### src/rtl/lpws_pkg.sv
// constants, register map and types of the low power wake sequencer
package lpws_pkg;
  // wake source indices, vector table order (lowest index wins)
  localparam int SRC_N = 21;
  localparam int SRC_BRK = 0;
  localparam int SRC_IRQ = 1;
  localparam int SRC_KBI = 14;
  localparam int SRC_PWT = 16;
  localparam int SRC_CANWK = 17;
  localparam logic [15:0] VEC_RESET = 16'hFFFE;
  // high byte address of each source vector pair
  localparam logic [15:0] VEC_TAB [SRC_N] = '{
    16'hFFFC, 16'hFFFA, 16'hFFF8, 16'hFFF6, 16'hFFF4, 16'hFFF2, 16'hFFF0,
    16'hFFEE, 16'hFFEC, 16'hFFEA, 16'hFFE8, 16'hFFE6, 16'hFFE4, 16'hFFE2,
    16'hFFE0, 16'hFFDE, 16'hFFDC, 16'hFFDA, 16'hFFD8, 16'hFFD6, 16'hFFD4};
  // sources able to end stop: irq pin, keypad, wake timer, can wakeup
  localparam logic [SRC_N-1:0] STOP_WAKE = 21'h034002;
  // stop recovery lengths in reference clock cycles
  localparam int REC_LONG_CYC = 4096;
  localparam int REC_SHORT_CYC = 32;
  localparam int REC_W = 12;
  // register byte addresses
  localparam int ADDR_W = 4;
  localparam logic [3:0] REG_CTRL = 4'h0;
  localparam logic [3:0] REG_STAT = 4'h4;
  localparam logic [3:0] REG_VEC = 4'h8;
  localparam logic [3:0] REG_PEND = 4'hC;
  // control register fields
  localparam int CB_OSC = 0;
  localparam int CB_SSR = 1;
  localparam int CB_PWRD = 2;
  localparam int CB_RSTD = 3;
  localparam int CB_STOPEN = 4;
  localparam int CB_TRIP = 5;
  localparam int CTRL_W = 6;
  localparam logic [CTRL_W-1:0] CTRL_RESET = 6'h00;
  // status register fields
  localparam int SB_LOW = 0;
  localparam int SB_HOLD = 1;
  localparam int SB_STATE = 2;
  // bus responses
  localparam logic [1:0] RESP_OKAY = 2'h0;
  localparam logic [1:0] RESP_SLVERR = 2'h2;
  localparam logic [1:0] RESP_DECERR = 2'h3;
  typedef enum logic [2:0] {ST_RUN, ST_WAIT, ST_STOP, ST_RECOVER, ST_RESET} lpws_state_t;
endpackage : lpws_pkg

### src/rtl/lpws_top.sv
// low power wake sequencer: wait/stop exit, vectors, recovery, supply monitor
//
// Notes on behaviour
// wake timer runs in stop only with oscillator
// can runs in wait, registers blocked
// can inactive in stop, registers kept
// wait wake restarts cpu clock, loads vector
// pin, watchdog, supply resets use reset vector
// irq pin falling edge wakes, vector FFFA
// emulation break ends wait, vector FFFC
// clock generator FFF8, keypad FFE0, keypad wakes stop
// first timer vectors FFF2, FFF4, FFF6
// second timer vectors FFEC, FFEE, FFF0
// serial peripheral vectors FFE8, FFEA
// async serial vectors FFE2, FFE4, FFE6
// converter FFDE, wake timer FFDC
// can vectors FFD4, FFD6, FFD8, FFDA
// only listed sources end stop
// wake timer rollover wakes from stop
// can wakes stop, receive waits for sync
// recovery holds clocks 4096 cycles
// short recovery bit gives 32 cycles
// monitor enable, reset, stop, trip bits
// supply reset held, reset pin driven low
// trip level 3 V at power on
// supply low flag with hysteresis
// events during recovery kept pending
`timescale 1ns/1ns
`default_nettype none
module lpws_top
  import lpws_pkg::*;
#(
  parameter int REC_LONG = REC_LONG_CYC, // long recovery count
  parameter int REC_SHORT = REC_SHORT_CYC // short recovery count
) (
  input wire logic aclk,
  input wire logic aresetn,
  input wire logic [ADDR_W-1:0] awaddr,
  input wire logic awvalid,
  output logic awready,
  input wire logic [31:0] wdata,
  input wire logic [3:0] wstrb,
  input wire logic wvalid,
  output logic wready,
  output logic [1:0] bresp,
  output logic bvalid,
  input wire logic bready,
  input wire logic [ADDR_W-1:0] araddr,
  input wire logic arvalid,
  output logic arready,
  output logic [31:0] rdata,
  output logic [1:0] rresp,
  output logic rvalid,
  input wire logic rready,
  input wire logic reset_pin_in_n,
  output logic reset_pin_out,
  output logic reset_pin_oe,
  input wire logic watchdog_timeout,
  input wire logic emulation_mode,
  input wire logic irq_pin,
  input wire logic [SRC_N-1:0] irq_req,
  input wire logic cpu_wait_req,
  input wire logic cpu_stop_req,
  input wire logic can_sync_ok,
  input wire logic cmp_below_falling,
  input wire logic cmp_above_rising,
  output logic cpu_clk_en,
  output logic sys_clk_en,
  output logic vector_load,
  output logic [15:0] vector_addr,
  output logic device_reset,
  output logic pwt_run,
  output logic pwt_reg_access,
  output logic can_active,
  output logic can_reg_access,
  output logic can_rx_enable,
  output logic supply_monitor_enable,
  output logic trip_level_select,
  output logic osc_run_in_stop
);

  ////////////////////////////////////////////////////////////////////
  // state
  lpws_state_t state, next_state; // sequencer mode
  logic from_stop, next_from_stop; // reset taken while stopped or recovering
  logic rst_pend, next_rst_pend; // reset vector owed after recovery
  logic [REC_W-1:0] rec_cnt, next_rec_cnt; // recovery down counter
  logic [SRC_N-1:0] pend, next_pend; // latched wake events
  logic irq_prev; // last irq pin sample
  logic [CTRL_W-1:0] ctrl, next_ctrl; // software control bits
  logic supply_low, next_supply_low; // comparator flag
  logic hold, next_hold; // supply reset in force
  logic [15:0] next_vec; // vector to present
  logic next_ld; // vector load strobe
  // combinational helpers
  logic irq_fall; // falling edge on irq pin
  logic [SRC_N-1:0] req; // eligible requests this cycle
  logic [SRC_N-1:0] avail; // pending or new
  logic [SRC_N-1:0] clr; // served bit
  logic [SRC_N-1:0] stop_mask; // stop wake sources
  logic found; // some source wants service
  logic [4:0] sel; // chosen source
  logic mon_en; // monitor active now
  logic rst_src; // any reset source
  logic flush; // drop pending events
  logic [REC_W-1:0] rec_load; // recovery start value
  logic wr_en; // bus write strobe
  logic [ADDR_W-1:0] wr_addr; // bus write address
  logic [31:0] wr_data; // bus write data
  logic [3:0] wr_strb; // bus write lanes

  ////////////////////////////////////////////////////////////////////
  // next value of the sequencer, pending set and supply monitor
  always_comb begin
    irq_fall = irq_prev & ~irq_pin;
    req = irq_req;
    req[SRC_IRQ] = irq_req[SRC_IRQ] | irq_fall;
    req[SRC_BRK] = irq_req[SRC_BRK] & emulation_mode;
    stop_mask = STOP_WAKE;
    stop_mask[SRC_PWT] = ctrl[CB_OSC];
    if (state == ST_STOP) begin
      req = req & stop_mask;
    end
    avail = pend | req;
    // lowest index takes priority
    found = 1'b0;
    sel = 5'h00;
    for (int i = SRC_N - 1; i >= 0; i--) begin
      if (avail[i]) begin
        found = 1'b1;
        sel = 5'(i);
      end
    end
    // supply monitor
    mon_en = ~ctrl[CB_PWRD] & ((state != ST_STOP) | ctrl[CB_STOPEN]);
    next_supply_low = supply_low;
    if (mon_en && cmp_below_falling) begin
      next_supply_low = 1'b1;
    end else if (mon_en && cmp_above_rising) begin
      next_supply_low = 1'b0;
    end
    rst_src = ~reset_pin_in_n | watchdog_timeout | hold;
    rec_load = ctrl[CB_SSR] ? REC_W'(REC_SHORT - 1) : REC_W'(REC_LONG - 1);
    // defaults
    next_state = state;
    next_from_stop = from_stop;
    next_rst_pend = rst_pend;
    next_rec_cnt = rec_cnt;
    next_vec = vector_addr;
    next_ld = 1'b0;
    clr = '0;
    flush = 1'b0;
    unique case (state)
      ST_RUN: begin
        flush = 1'b1;
        if (cpu_stop_req) begin
          next_state = ST_STOP;
        end else if (cpu_wait_req) begin
          next_state = ST_WAIT;
        end
      end
      ST_WAIT: begin
        // any eligible source ends wait at once; break only in emulation
        if (found) begin
          next_ld = 1'b1;
          next_vec = VEC_TAB[sel];
          clr[sel] = 1'b1;
          next_state = ST_RUN;
        end
      end
      ST_STOP: begin
        // only stop wake sources reach here
        if (found) begin
          next_rec_cnt = rec_load;
          next_state = ST_RECOVER;
        end
      end
      ST_RECOVER: begin
        // clocks stay off; events keep collecting
        if (rec_cnt == '0) begin
          next_state = ST_RUN;
          if (rst_pend) begin
            next_rst_pend = 1'b0;
            next_ld = 1'b1;
            next_vec = VEC_RESET;
          end else if (found) begin
            next_ld = 1'b1;
            next_vec = VEC_TAB[sel];
            clr[sel] = 1'b1;
          end
        end else begin
          next_rec_cnt = rec_cnt - 1'b1;
        end
      end
      ST_RESET: begin
        flush = 1'b1;
        if (!rst_src) begin
          if (from_stop) begin
            next_from_stop = 1'b0;
            next_rst_pend = 1'b1;
            next_rec_cnt = rec_load;
            next_state = ST_RECOVER;
          end else begin
            next_ld = 1'b1;
            next_vec = VEC_RESET;
            next_state = ST_RUN;
          end
        end
      end
    endcase
    // any reset overrides the sequence
    if (rst_src && state != ST_RESET) begin
      next_state = ST_RESET;
      next_from_stop = (state == ST_STOP) || (state == ST_RECOVER);
      next_rst_pend = 1'b0;
      next_ld = 1'b0;
      next_vec = vector_addr;
    end
    // new event in the serving cycle is kept, except for the served source when its bit was not already pending
    if (flush) begin
      next_pend = '0;
    end else begin
      next_pend = (pend & ~clr) | (req & ~(clr & ~pend));
    end
    // bus writes to control
    next_ctrl = ctrl;
    if (wr_en && wr_addr == REG_CTRL && wr_strb[0]) begin
      next_ctrl = wr_data[CTRL_W-1:0];
    end
    // supply reset: set wins over the release
    next_hold = hold;
    if (cmp_above_rising) begin
      next_hold = 1'b0;
    end
    if (mon_en && !ctrl[CB_RSTD] && cmp_below_falling) begin
      next_hold = 1'b1;
    end
    if (mon_en && next_ctrl[CB_TRIP] && !ctrl[CB_TRIP] && !cmp_above_rising) begin
      next_hold = 1'b1;
    end
  end

  // next values of the outputs that follow the sequencer
  logic next_cpu_clk, next_sys_clk, next_pwt_run, next_pwt_acc;
  logic next_can_act, next_can_acc, next_can_rx, next_mon_en;
  always_comb begin
    next_cpu_clk = (next_state == ST_RUN);
    next_sys_clk = (next_state == ST_RUN) || (next_state == ST_WAIT);
    next_pwt_run = (next_state != ST_STOP) || next_ctrl[CB_OSC];
    next_pwt_acc = (next_state == ST_RUN);
    next_can_act = (next_state != ST_STOP) && (next_state != ST_RECOVER);
    next_can_acc = (next_state == ST_RUN);
    next_can_rx = next_sys_clk && can_sync_ok;
    next_mon_en = ~next_ctrl[CB_PWRD] & ((next_state != ST_STOP) | next_ctrl[CB_STOPEN]);
  end

  // register the sequencer
  always_ff @(posedge aclk) begin
    if (!aresetn) begin
      state <= ST_RESET;
      from_stop <= 1'b0;
      rst_pend <= 1'b0;
      rec_cnt <= '0;
      pend <= '0;
      irq_prev <= 1'b1;
      ctrl <= CTRL_RESET;
      supply_low <= 1'b0;
      hold <= 1'b0;
      vector_load <= 1'b0;
      vector_addr <= VEC_RESET;
      cpu_clk_en <= 1'b0;
      sys_clk_en <= 1'b0;
      device_reset <= 1'b1;
      pwt_run <= 1'b0;
      pwt_reg_access <= 1'b0;
      can_active <= 1'b0;
      can_reg_access <= 1'b0;
      can_rx_enable <= 1'b0;
      supply_monitor_enable <= 1'b0;
      trip_level_select <= 1'b0;
      osc_run_in_stop <= 1'b0;
      reset_pin_out <= 1'b0;
      reset_pin_oe <= 1'b0;
    end else begin
      state <= next_state;
      from_stop <= next_from_stop;
      rst_pend <= next_rst_pend;
      rec_cnt <= next_rec_cnt;
      pend <= next_pend;
      irq_prev <= irq_pin;
      ctrl <= next_ctrl;
      supply_low <= next_supply_low;
      hold <= next_hold;
      vector_load <= next_ld;
      vector_addr <= next_vec;
      cpu_clk_en <= next_cpu_clk;
      sys_clk_en <= next_sys_clk;
      device_reset <= (next_state == ST_RESET);
      pwt_run <= next_pwt_run;
      pwt_reg_access <= next_pwt_acc;
      can_active <= next_can_act;
      can_reg_access <= next_can_acc;
      can_rx_enable <= next_can_rx;
      supply_monitor_enable <= next_mon_en;
      trip_level_select <= next_ctrl[CB_TRIP];
      osc_run_in_stop <= next_ctrl[CB_OSC];
      reset_pin_out <= 1'b0;
      reset_pin_oe <= next_hold;
    end
  end

  ////////////////////////////////////////////////////////////////////
  // register bus slave
  logic aw_got, next_aw_got; // write address held
  logic w_got, next_w_got; // write data held
  logic [ADDR_W-1:0] aw_q, next_aw_q; // held address
  logic [31:0] w_q, next_w_q; // held data
  logic [3:0] s_q, next_s_q; // held strobes
  logic next_awready, next_wready, next_bvalid, next_arready, next_rvalid;
  logic [1:0] next_bresp, next_rresp;
  logic [31:0] next_rdata;

  // next value of the bus channels
  always_comb begin
    next_aw_got = aw_got | (awvalid & awready);
    next_w_got = w_got | (wvalid & wready);
    next_aw_q = (awvalid & awready) ? awaddr : aw_q;
    next_w_q = (wvalid & wready) ? wdata : w_q;
    next_s_q = (wvalid & wready) ? wstrb : s_q;
    next_bvalid = bvalid & ~bready;
    next_bresp = bresp;
    wr_en = 1'b0;
    wr_addr = next_aw_q;
    wr_data = next_w_q;
    wr_strb = next_s_q;
    // both halves present and no response waiting
    if (next_aw_got && next_w_got && !bvalid) begin
      wr_en = 1'b1;
      next_aw_got = 1'b0;
      next_w_got = 1'b0;
      next_bvalid = 1'b1;
      next_bresp = (next_aw_q == REG_CTRL) ? RESP_OKAY : RESP_SLVERR;
    end
    next_awready = ~next_aw_got & ~next_bvalid;
    next_wready = ~next_w_got & ~next_bvalid;
    // read side
    next_rvalid = rvalid & ~rready;
    next_rdata = rdata;
    next_rresp = rresp;
    if (arvalid && arready) begin
      next_rvalid = 1'b1;
      next_rdata = '0;
      next_rresp = RESP_OKAY;
      unique case (araddr)
        REG_CTRL: next_rdata[CTRL_W-1:0] = ctrl;
        REG_STAT: begin
          next_rdata[SB_LOW] = supply_low;
          next_rdata[SB_HOLD] = hold;
          next_rdata[SB_STATE +: 3] = state;
        end
        REG_VEC: next_rdata[15:0] = vector_addr;
        REG_PEND: next_rdata[SRC_N-1:0] = pend;
        default: next_rresp = RESP_DECERR;
      endcase
    end
    next_arready = ~next_rvalid;
  end

  // register the bus channels
  always_ff @(posedge aclk) begin
    if (!aresetn) begin
      aw_got <= 1'b0;
      w_got <= 1'b0;
      aw_q <= '0;
      w_q <= '0;
      s_q <= '0;
      awready <= 1'b0;
      wready <= 1'b0;
      bvalid <= 1'b0;
      bresp <= RESP_OKAY;
      arready <= 1'b0;
      rvalid <= 1'b0;
      rdata <= '0;
      rresp <= RESP_OKAY;
    end else begin
      aw_got <= next_aw_got;
      w_got <= next_w_got;
      aw_q <= next_aw_q;
      w_q <= next_w_q;
      s_q <= next_s_q;
      awready <= next_awready;
      wready <= next_wready;
      bvalid <= next_bvalid;
      bresp <= next_bresp;
      arready <= next_arready;
      rvalid <= next_rvalid;
      rdata <= next_rdata;
      rresp <= next_rresp;
    end
  end

  ////////////////////////////////////////////////////////////////////
  // checks
  logic [REC_W:0] rec_seen; // cycles spent in recovery
  logic rec_short; // short recovery chosen at entry
  always_ff @(posedge aclk) begin
    if (!aresetn) begin
      rec_seen <= '0;
      rec_short <= 1'b0;
    end else begin
      rec_seen <= (state == ST_RECOVER) ? rec_seen + 1'b1 : '0;
      if (state != ST_RECOVER) begin
        rec_short <= ctrl[CB_SSR];
      end
    end
  end

  property p_pwt_off;
    @(posedge aclk) disable iff (!aresetn)
      (state == ST_STOP && !ctrl[CB_OSC]) |-> !pwt_run && !pwt_reg_access;
  endproperty
  a_pwt_off: assert property (p_pwt_off) else $error("wake timer active in stop");

  property p_can_wait;
    @(posedge aclk) disable iff (!aresetn)
      (state == ST_WAIT) |-> can_active && !can_reg_access && !cpu_clk_en;
  endproperty
  a_can_wait: assert property (p_can_wait) else $error("can access in wait");

  property p_can_stop;
    @(posedge aclk) disable iff (!aresetn)
      (state == ST_STOP) |-> !can_active && !sys_clk_en;
  endproperty
  a_can_stop: assert property (p_can_stop) else $error("can active in stop");

  property p_reset_vec;
    @(posedge aclk) disable iff (!aresetn)
      (state == ST_RESET && !rst_src && !from_stop)
        |=> vector_load && vector_addr == VEC_RESET && cpu_clk_en;
  endproperty
  a_reset_vec: assert property (p_reset_vec) else $error("reset vector not loaded");

  property p_irq_wake;
    @(posedge aclk) disable iff (!aresetn)
      (state == ST_WAIT && irq_fall && irq_req == '0 && pend == '0 && !rst_src)
        |=> vector_load && vector_addr == VEC_TAB[SRC_IRQ] ##1 !vector_load;
  endproperty
  a_irq_wake: assert property (p_irq_wake) else $error("irq wake vector wrong");

  property p_rec_len;
    @(posedge aclk) disable iff (!aresetn)
      (state == ST_RECOVER && next_state == ST_RUN)
        |-> rec_seen == (rec_short ? (REC_W+1)'(REC_SHORT - 1) : (REC_W+1)'(REC_LONG - 1));
  endproperty
  a_rec_len: assert property (p_rec_len) else $error("recovery length wrong");

  property p_rec_quiet;
    @(posedge aclk) disable iff (!aresetn)
      (state == ST_RECOVER) |-> !vector_load && !sys_clk_en;
  endproperty
  a_rec_quiet: assert property (p_rec_quiet) else $error("clocks during recovery");

  property p_low_set;
    @(posedge aclk) disable iff (!aresetn)
      (cmp_below_falling && supply_monitor_enable) |=> supply_low;
  endproperty
  a_low_set: assert property (p_low_set) else $error("supply low not set");

  property p_hold_pin;
    @(posedge aclk) disable iff (!aresetn)
      hold |-> reset_pin_oe ##1 device_reset;
  endproperty
  a_hold_pin: assert property (p_hold_pin) else $error("supply reset not driven");

  property p_trip_rise;
    @(posedge aclk) disable iff (!aresetn)
      ($rose(trip_level_select) && !$past(cmp_above_rising) && $past(supply_monitor_enable))
        |-> hold;
  endproperty
  a_trip_rise: assert property (p_trip_rise) else $error("5 V select missed reset");

endmodule : lpws_top
`default_nettype wire

### config.mk
export PLATFORM = sky130hd
export DESIGN_NAME = lpws_top
export DESIGN_NICKNAME = d
export VERILOG_FILES = /design/src/rtl/lpws_pkg.sv /design/src/rtl/lpws_top.sv
export SDC_FILE = /design/constraint.sdc
export NUM_CORES = 1
export LEC_CHECK = 0
export BUFFER_PORTS_ARGS = -buffer_cell sky130_fd_sc_hd__buf_2
export CAP_MARGIN = 20
export CELL_PAD_IN_SITES_DETAIL_PLACEMENT = 0
export CELL_PAD_IN_SITES_GLOBAL_PLACEMENT = 1
export CORE_MARGIN = 2
export CORE_UTILIZATION = 25
export DETAILED_ROUTE_END_ITERATION = 10
export HOLD_SLACK_MARGIN = 0.05
export MAX_ROUTING_LAYER = met4
export PLACE_DENSITY_LB_ADDON = 0.1
export SLEW_MARGIN = 0
export SYNTH_ARGS = -nofsm -noshare
export SYNTH_HDL_FRONTEND = slang
export SYNTH_SLANG_ARGS = --single-unit
### constraint.sdc
create_clock -name aclk -period 4.95 [get_ports aclk]
set_clock_uncertainty 0.2 [all_clocks]
set_input_delay 0.2475 -clock aclk [delete_from_list [all_inputs] [get_ports aclk]]
set_output_delay 0.2475 -clock aclk [all_outputs]
set_load 0.02 [all_outputs]
==> results.yml, run 1 <==
timing:
  fin_crit_sh: 0.875
  drv_slew: 0
  period_needed_ps: 4330
  tns_ps: 0
  slew_headroom: 0.326
  fmax_mhz: 231
  tightestPinTransition_ps: 1000
  setup-violations-final: 0
  rsz0062_at_grt: "no"
  setup_ws_ps: 618
  hold_viol: 0
placed_design:
  pre_cts_ws_ps: 594
  hpwl_mm: 14.0
  gp_congestion: 0.791
  port_buffers: 109
floorplan:
  start_util: 0.253
  die_x_um: 155
  num_io_pins: 152
  core.rowCount: 55
  coreArea_um2: 22500
  die-area_um2: 24000
  die_h_um: 155
power_and_ir_drop:
  total_power_mw: 2.87
  power_density_nw_per_um2: 409
  vdd_drop_max_uv: 167
  leakagePower_nw: 2.75
worst_setup_path:
  r2r_slack_ps: 620
  crit_type: "reg2reg"
  crit_arrival_ps: 4380
  crit_path_end_kind: "flip-flop"
  cp_max_fo: 31
  startpoint_type: "flip-flop"
  worstPathRequired_ps: 5000
final_layout:
  nFillCells: 2417
  n_antenna_cell: 0
  synthToLayoutAreaGrowth_pct: 23.6
  layout.nets: 881
  drive_gt1_frac: 0.215
route:
  drt_iter0_drc: 239
  routed_via_density: 4.92
  wl_per_cell_um: 17.4
  first_pass_iters: 5
  routed_wl_mm: 18.9
  vias: 5322
  drc: 0
  ant_nets: 0
global_route:
  grt-ovfl-total: 0
  met3_usage: 0.0252
  grt_pass1_vias: 5122
  antenna_found_initial: 0
  grt.total_usage: 0.163
  top_usage_layer: "met1"
  grt_pass1_wl_mm: 29.5
  grt_max_degree: 40
  grtUsageMet1: 0.240
  grtUsageMet2: 0.236
synthesis:
  yosysMostFrequentCell: "dfxtp_1"
  synth_top_cell_by_area: "dfxtp_1"
  async_flop_share: 0
  synth_commonest_cells: "112 x dfxtp_1, 72 x nor2_1, 51 x nand2_1"
  ys.flop_type: "dfxtp_1"
  synth_top_cell_area_share: 0.394
  yosysWarnings: 0
  synthCells: 679
  ys_top_cells_by_area: "dfxtp_1 39%, nor2_1 4.8%, a21oi_1 4.3%, nand2_1 3.4%, nand3_1 3.0%"
  synth_edf_count: 0
  postSynthAreaPerCell_um2: 8.38
  ys_types: 71
  ys_ff_latch: 112
  yosysSeqAreaShare: 0.394
  synth_area_um2: 5690
job:
  max-cap-violations: 0
cts:
  cts_root_buf: "clkbuf_16"
  cts_buffers: 9
  htree_levels: 3
  cts_max_path_buffers: 2
  tritoncts: "yes"
  cts_sinks: 112
  clock_latency_ps: 360
  clkTransAtPathRegs_ps: 80
  cts_setup_buffers: 0
hold_path:
  hold_class: "in2reg"
status:
  outcome: "finished, final reports clean"
[layout by cell type, fill, tap and decap left out, types with 9 or more instances in the layout]
| cell | netlist | routed |
|---|---|---|
| and2_1 | 22 | 22 |
| inv_1 | 14 | 14 |
| buf_2 | 0 | 109 |
| nand2_1 | 51 | 51 |
| dfxtp_1 | 112 | 112 |
| o21ai_0 | 32 | 31 |
| conb_1 | 1 | 13 |
| o31ai_1 | 10 | 10 |
| nor2_1 | 72 | 72 |
| a21oi_1 | 49 | 49 |
| or2_2 | 12 | 12 |
| clkbuf_16 | 0 | 9 |
| a221oi_1 | 10 | 10 |
| nand3_1 | 34 | 34 |
| nor2b_1 | 17 | 17 |
| nor3_1 | 33 | 33 |
| dlygate4sd3_1 | 0 | 25 |
| mux2i_1 | 10 | 10 |
[timing repair]
item                      CTS  global route
resized for setup           0             0
hold buffers               25             0
hold endpoints to repair   22             0
[path summary, 6_finish.rpt]
check	start	cells after the start	to
min reg2reg	rdata[19]	2	rdata[19]
min	wdata[2]	3	w_q[2]
max reg2reg	state[1]	12	pend[3]
max	state[1]	12	pend[3]
[sequential cells by signal (all words and copies together) (netlist names), 3 cells and up]
| register | cells |
|---|---|
| w_q | 6 |
| state | 3 |
| ctrl | 5 |
| rec_cnt | 12 |
| rdata | 21 |
| aw_q | 4 |
| vector_addr | 16 |
| pend | 21 |
[stage by stage]
stage	util	area (um2)	hold slack [ps]	cells
floorplan	-	5730	149	691
global placement	0.285	6410	247	1039
detailed placement	0.285	6410	247	1039
CTS	0.311	7000	52.4	1080
global route	0.312	7030	51.4	1082
finish	0.312	7030	58.5	1082
[cell families (layout without fill, tap and decap cells)]
group / Yosys count / count (layout) / share of synthesized area
AO/OA/AOI/OAI: 161 / 161 / 0.184
XOR/XNOR: 3 / 3 / 0.00462
adder cells (fa/ha/maj): 17 / 17 / 0.0337
buffers and inverters: 67 / 173 / 0.0587
flip-flops: 112 / 112 / 0.394
multiplexers: 20 / 20 / 0.0473
other: 1 / 13 / 0.000659
AND/OR/NAND/NOR: 298 / 298 / 0.276
[where the power goes]
group / total [mW] / internal (mW) / switching (mW) / leakage [nW]
clock network: 0.837 / 0.456 / 0.381 / 0.165
registers: 1.14 / 0.999 / 0.138 / 0.912
logic: 0.896 / 0.342 / 0.554 / 1.67
[worst max-delay path: stages (launching register included)]
cell and delay [ps]:
dfxtp_1 670, or3b_4 620, and2_1 250, o31a_1 230, nor4b_1 420, o21ai_0 240, a21o_1 250, inv_1 150
ha_1 190, and2_1 340, nand3_1 130, maj3_1 370, nor2b_1 130
[area by class of cell]
type | instances | area, um2 | area share
Tap cell | 285 | 357 | 0.0507
Clock inverter | 7 | 114 | 0.0162
Sequential cell | 112 | 2240 | 0.319
Clock buffer | 9 | 225 | 0.0321
Multi-Input combinational cell | 512 | 3170 | 0.450
Inverter | 14 | 52.6 | 0.00748
Timing Repair Buffer | 143 | 871 | 0.124
[layer usage]
metal | up-vias | part of all wire
li1 | 2666 | -
met4 | 0 | 0.0069
met1 | 2530 | 0.54
met2 | 118 | 0.41
met5 | - | 0
met3 | 8 | 0.037
No activity file was read; power rests on OpenSTA's default activity.
==> run 2, diff against run 1 <==
--- a/config.mk
+++ b/config.mk
@@ -10,7 +10,7 @@
 export CELL_PAD_IN_SITES_DETAIL_PLACEMENT = 0
 export CELL_PAD_IN_SITES_GLOBAL_PLACEMENT = 1
 export CORE_MARGIN = 2
-export CORE_UTILIZATION = 25
+export CORE_UTILIZATION = 42
 export DETAILED_ROUTE_END_ITERATION = 10
 export HOLD_SLACK_MARGIN = 0.05
 export MAX_ROUTING_LAYER = met4
==> results.yml, run 2 (same netlist as run 1, synthesis figures left out) <==
route:
  routed_wl_mm: 16.2
  drt_iter0_drc: 486
  wl_per_cell_um: 16.7
  vias: 5378
  drc: 0
  first_pass_iters: 5
  routed_via_density: 5.56
  ant_nets: 0
floorplan:
  die-area_um2: 14500
  die_h_um: 120
  coreArea_um2: 13200
  core.rowCount: 42
  num_io_pins: 152
  die_x_um: 120
  start_util: 0.429
power_and_ir_drop:
  power_density_nw_per_um2: 403
  leakagePower_nw: 2.70
  vdd_drop_max_uv: 263
cts:
  clock_latency_ps: 360
  tritoncts: "yes"
  cts_max_path_buffers: 2
  clkTransAtPathRegs_ps: 80
  cts_root_buf: "clkbuf_16"
  cts_sinks: 112
  htree_levels: 3
  cts_resized: 0
  cts_buffers: 9
final_layout:
  finalInstanceArea_um2: 6810
  n_antenna_cell: 0
  layout_commonest_cell: "dfxtp_1"
  layout.nets: 877
  reg_top3: "pend x21, rdata x21, vector_addr x16"
  mostFrequentLayoutCells: "112 x dfxtp_1, 109 x buf_2, 72 x nor2_1"
  post-route-util: 0.514
  multi_input_area_um2: 3170
  seq_area_um2: 2240
  nFillCells: 1297
  synthToLayoutAreaGrowth_pct: 19.7
  drive_gt1_frac: 0.212
global_route:
  grt_pass1_vias: 5075
  grt-ovfl-total: 0
  antenna_found_initial: 0
  grt_max_degree: 32
  grt.total_usage: 0.234
  grt_pass1_wl_mm: 26.2
timing:
  tightestPinTransition_ps: 1030
  period_needed_ps: 4080
  hold_viol: 0
  tns_ps: 0
  setup-violations-final: 0
  fmax_mhz: 245
  slew_headroom: 0.313
  drv_slew: 0
  rsz0062_at_grt: "no"
  fin_crit_sh: 0.824
worst_setup_path:
  startpoint_type: "flip-flop"
  crit_arrival_ps: 4090
  crit_path_end_kind: "flip-flop"
  worstPathRequired_ps: 4960
  crit_type: "reg2reg"
  cp_max_fo: 31
placed_design:
  gp_congestion: 0.901
  port_buffers: 109
  hpwl_mm: 11.7
  place_area_um2: 6270
job:
  max-cap-violations: 0
hold_path:
  hold_class: "in2reg"
status:
  outcome: "finished, final reports clean"
[run 2: cell type report]
class,instances,area share
multi-input cells,512,0.465
flip-flops and latches,112,0.329
repair buffers,139,0.122
clock buffers,9,0.0331
well taps,176,0.0323
clock inverters,6,0.0110
inverters,14,0.00772
[run 2: per-layer routing]
metal,up-vias,wire (um),global-route usage,part of all wire
li1,2654,-,-,-
met1,2548,7940,0.326,0.49
met2,159,7050,0.347,0.44
met3,17,910,0.0358,0.056
met4,0,280,0.0807,0.017
met5,-,0,-,0
[run 2: final timing paths]
check | from | endpoint | slack [ps] | cells after the start
max | state[1] | pend[17] | 870 | 12
min | irq_req[1] | pend[1] | 60 | 5
max reg2reg | state[1] | pend[17] | 870 | 12
min reg2reg | rdata[17] | rdata[17] | 260 | 2
[run 2: worst max-delay path, cell delays in order (launching register included)]
cell and delay [ps]:
dfxtp_1 640, or3b_4 600, and2_1 240, o31a_1 240
nor4b_1 300, o21ai_0 210, a21o_1 250, inv_1 150
ha_1 160, and2_1 300, nand4_1 190, maj3_2 340
nor2b_4 120
[run 2: power by group]
part           leakage (nW)  total, mW  switching (mW)  internal (mW)
registers             0.912       1.13           0.135          0.999
clock network         0.144      0.751           0.353          0.398
logic                  1.65      0.860           0.529          0.331
[run 2: per-stage QoR]
| stage | hold slack [ps] | worst slack, ps | instances | total power, mW |
|---|---|---|---|---|
| floorplan | 149 | 1640 | 691 | 1.75 |
| global placement | 248 | 879 | 929 | 1.97 |
| detailed placement | 251 | 866 | 929 | 1.98 |
| CTS | 50.6 | 846 | 967 | 2.75 |
| global route | 82.7 | 462 | 968 | 2.92 |
| finish | 55.8 | 872 | 968 | 2.75 |
[run 2: repair_timing]
| action | CTS | global route |
|---|---|---|
| hold buffers | 23 | 0 |
| buffers inserted | 0 | 0 |
| endpoints found under the hold margin | 20 | 0 |
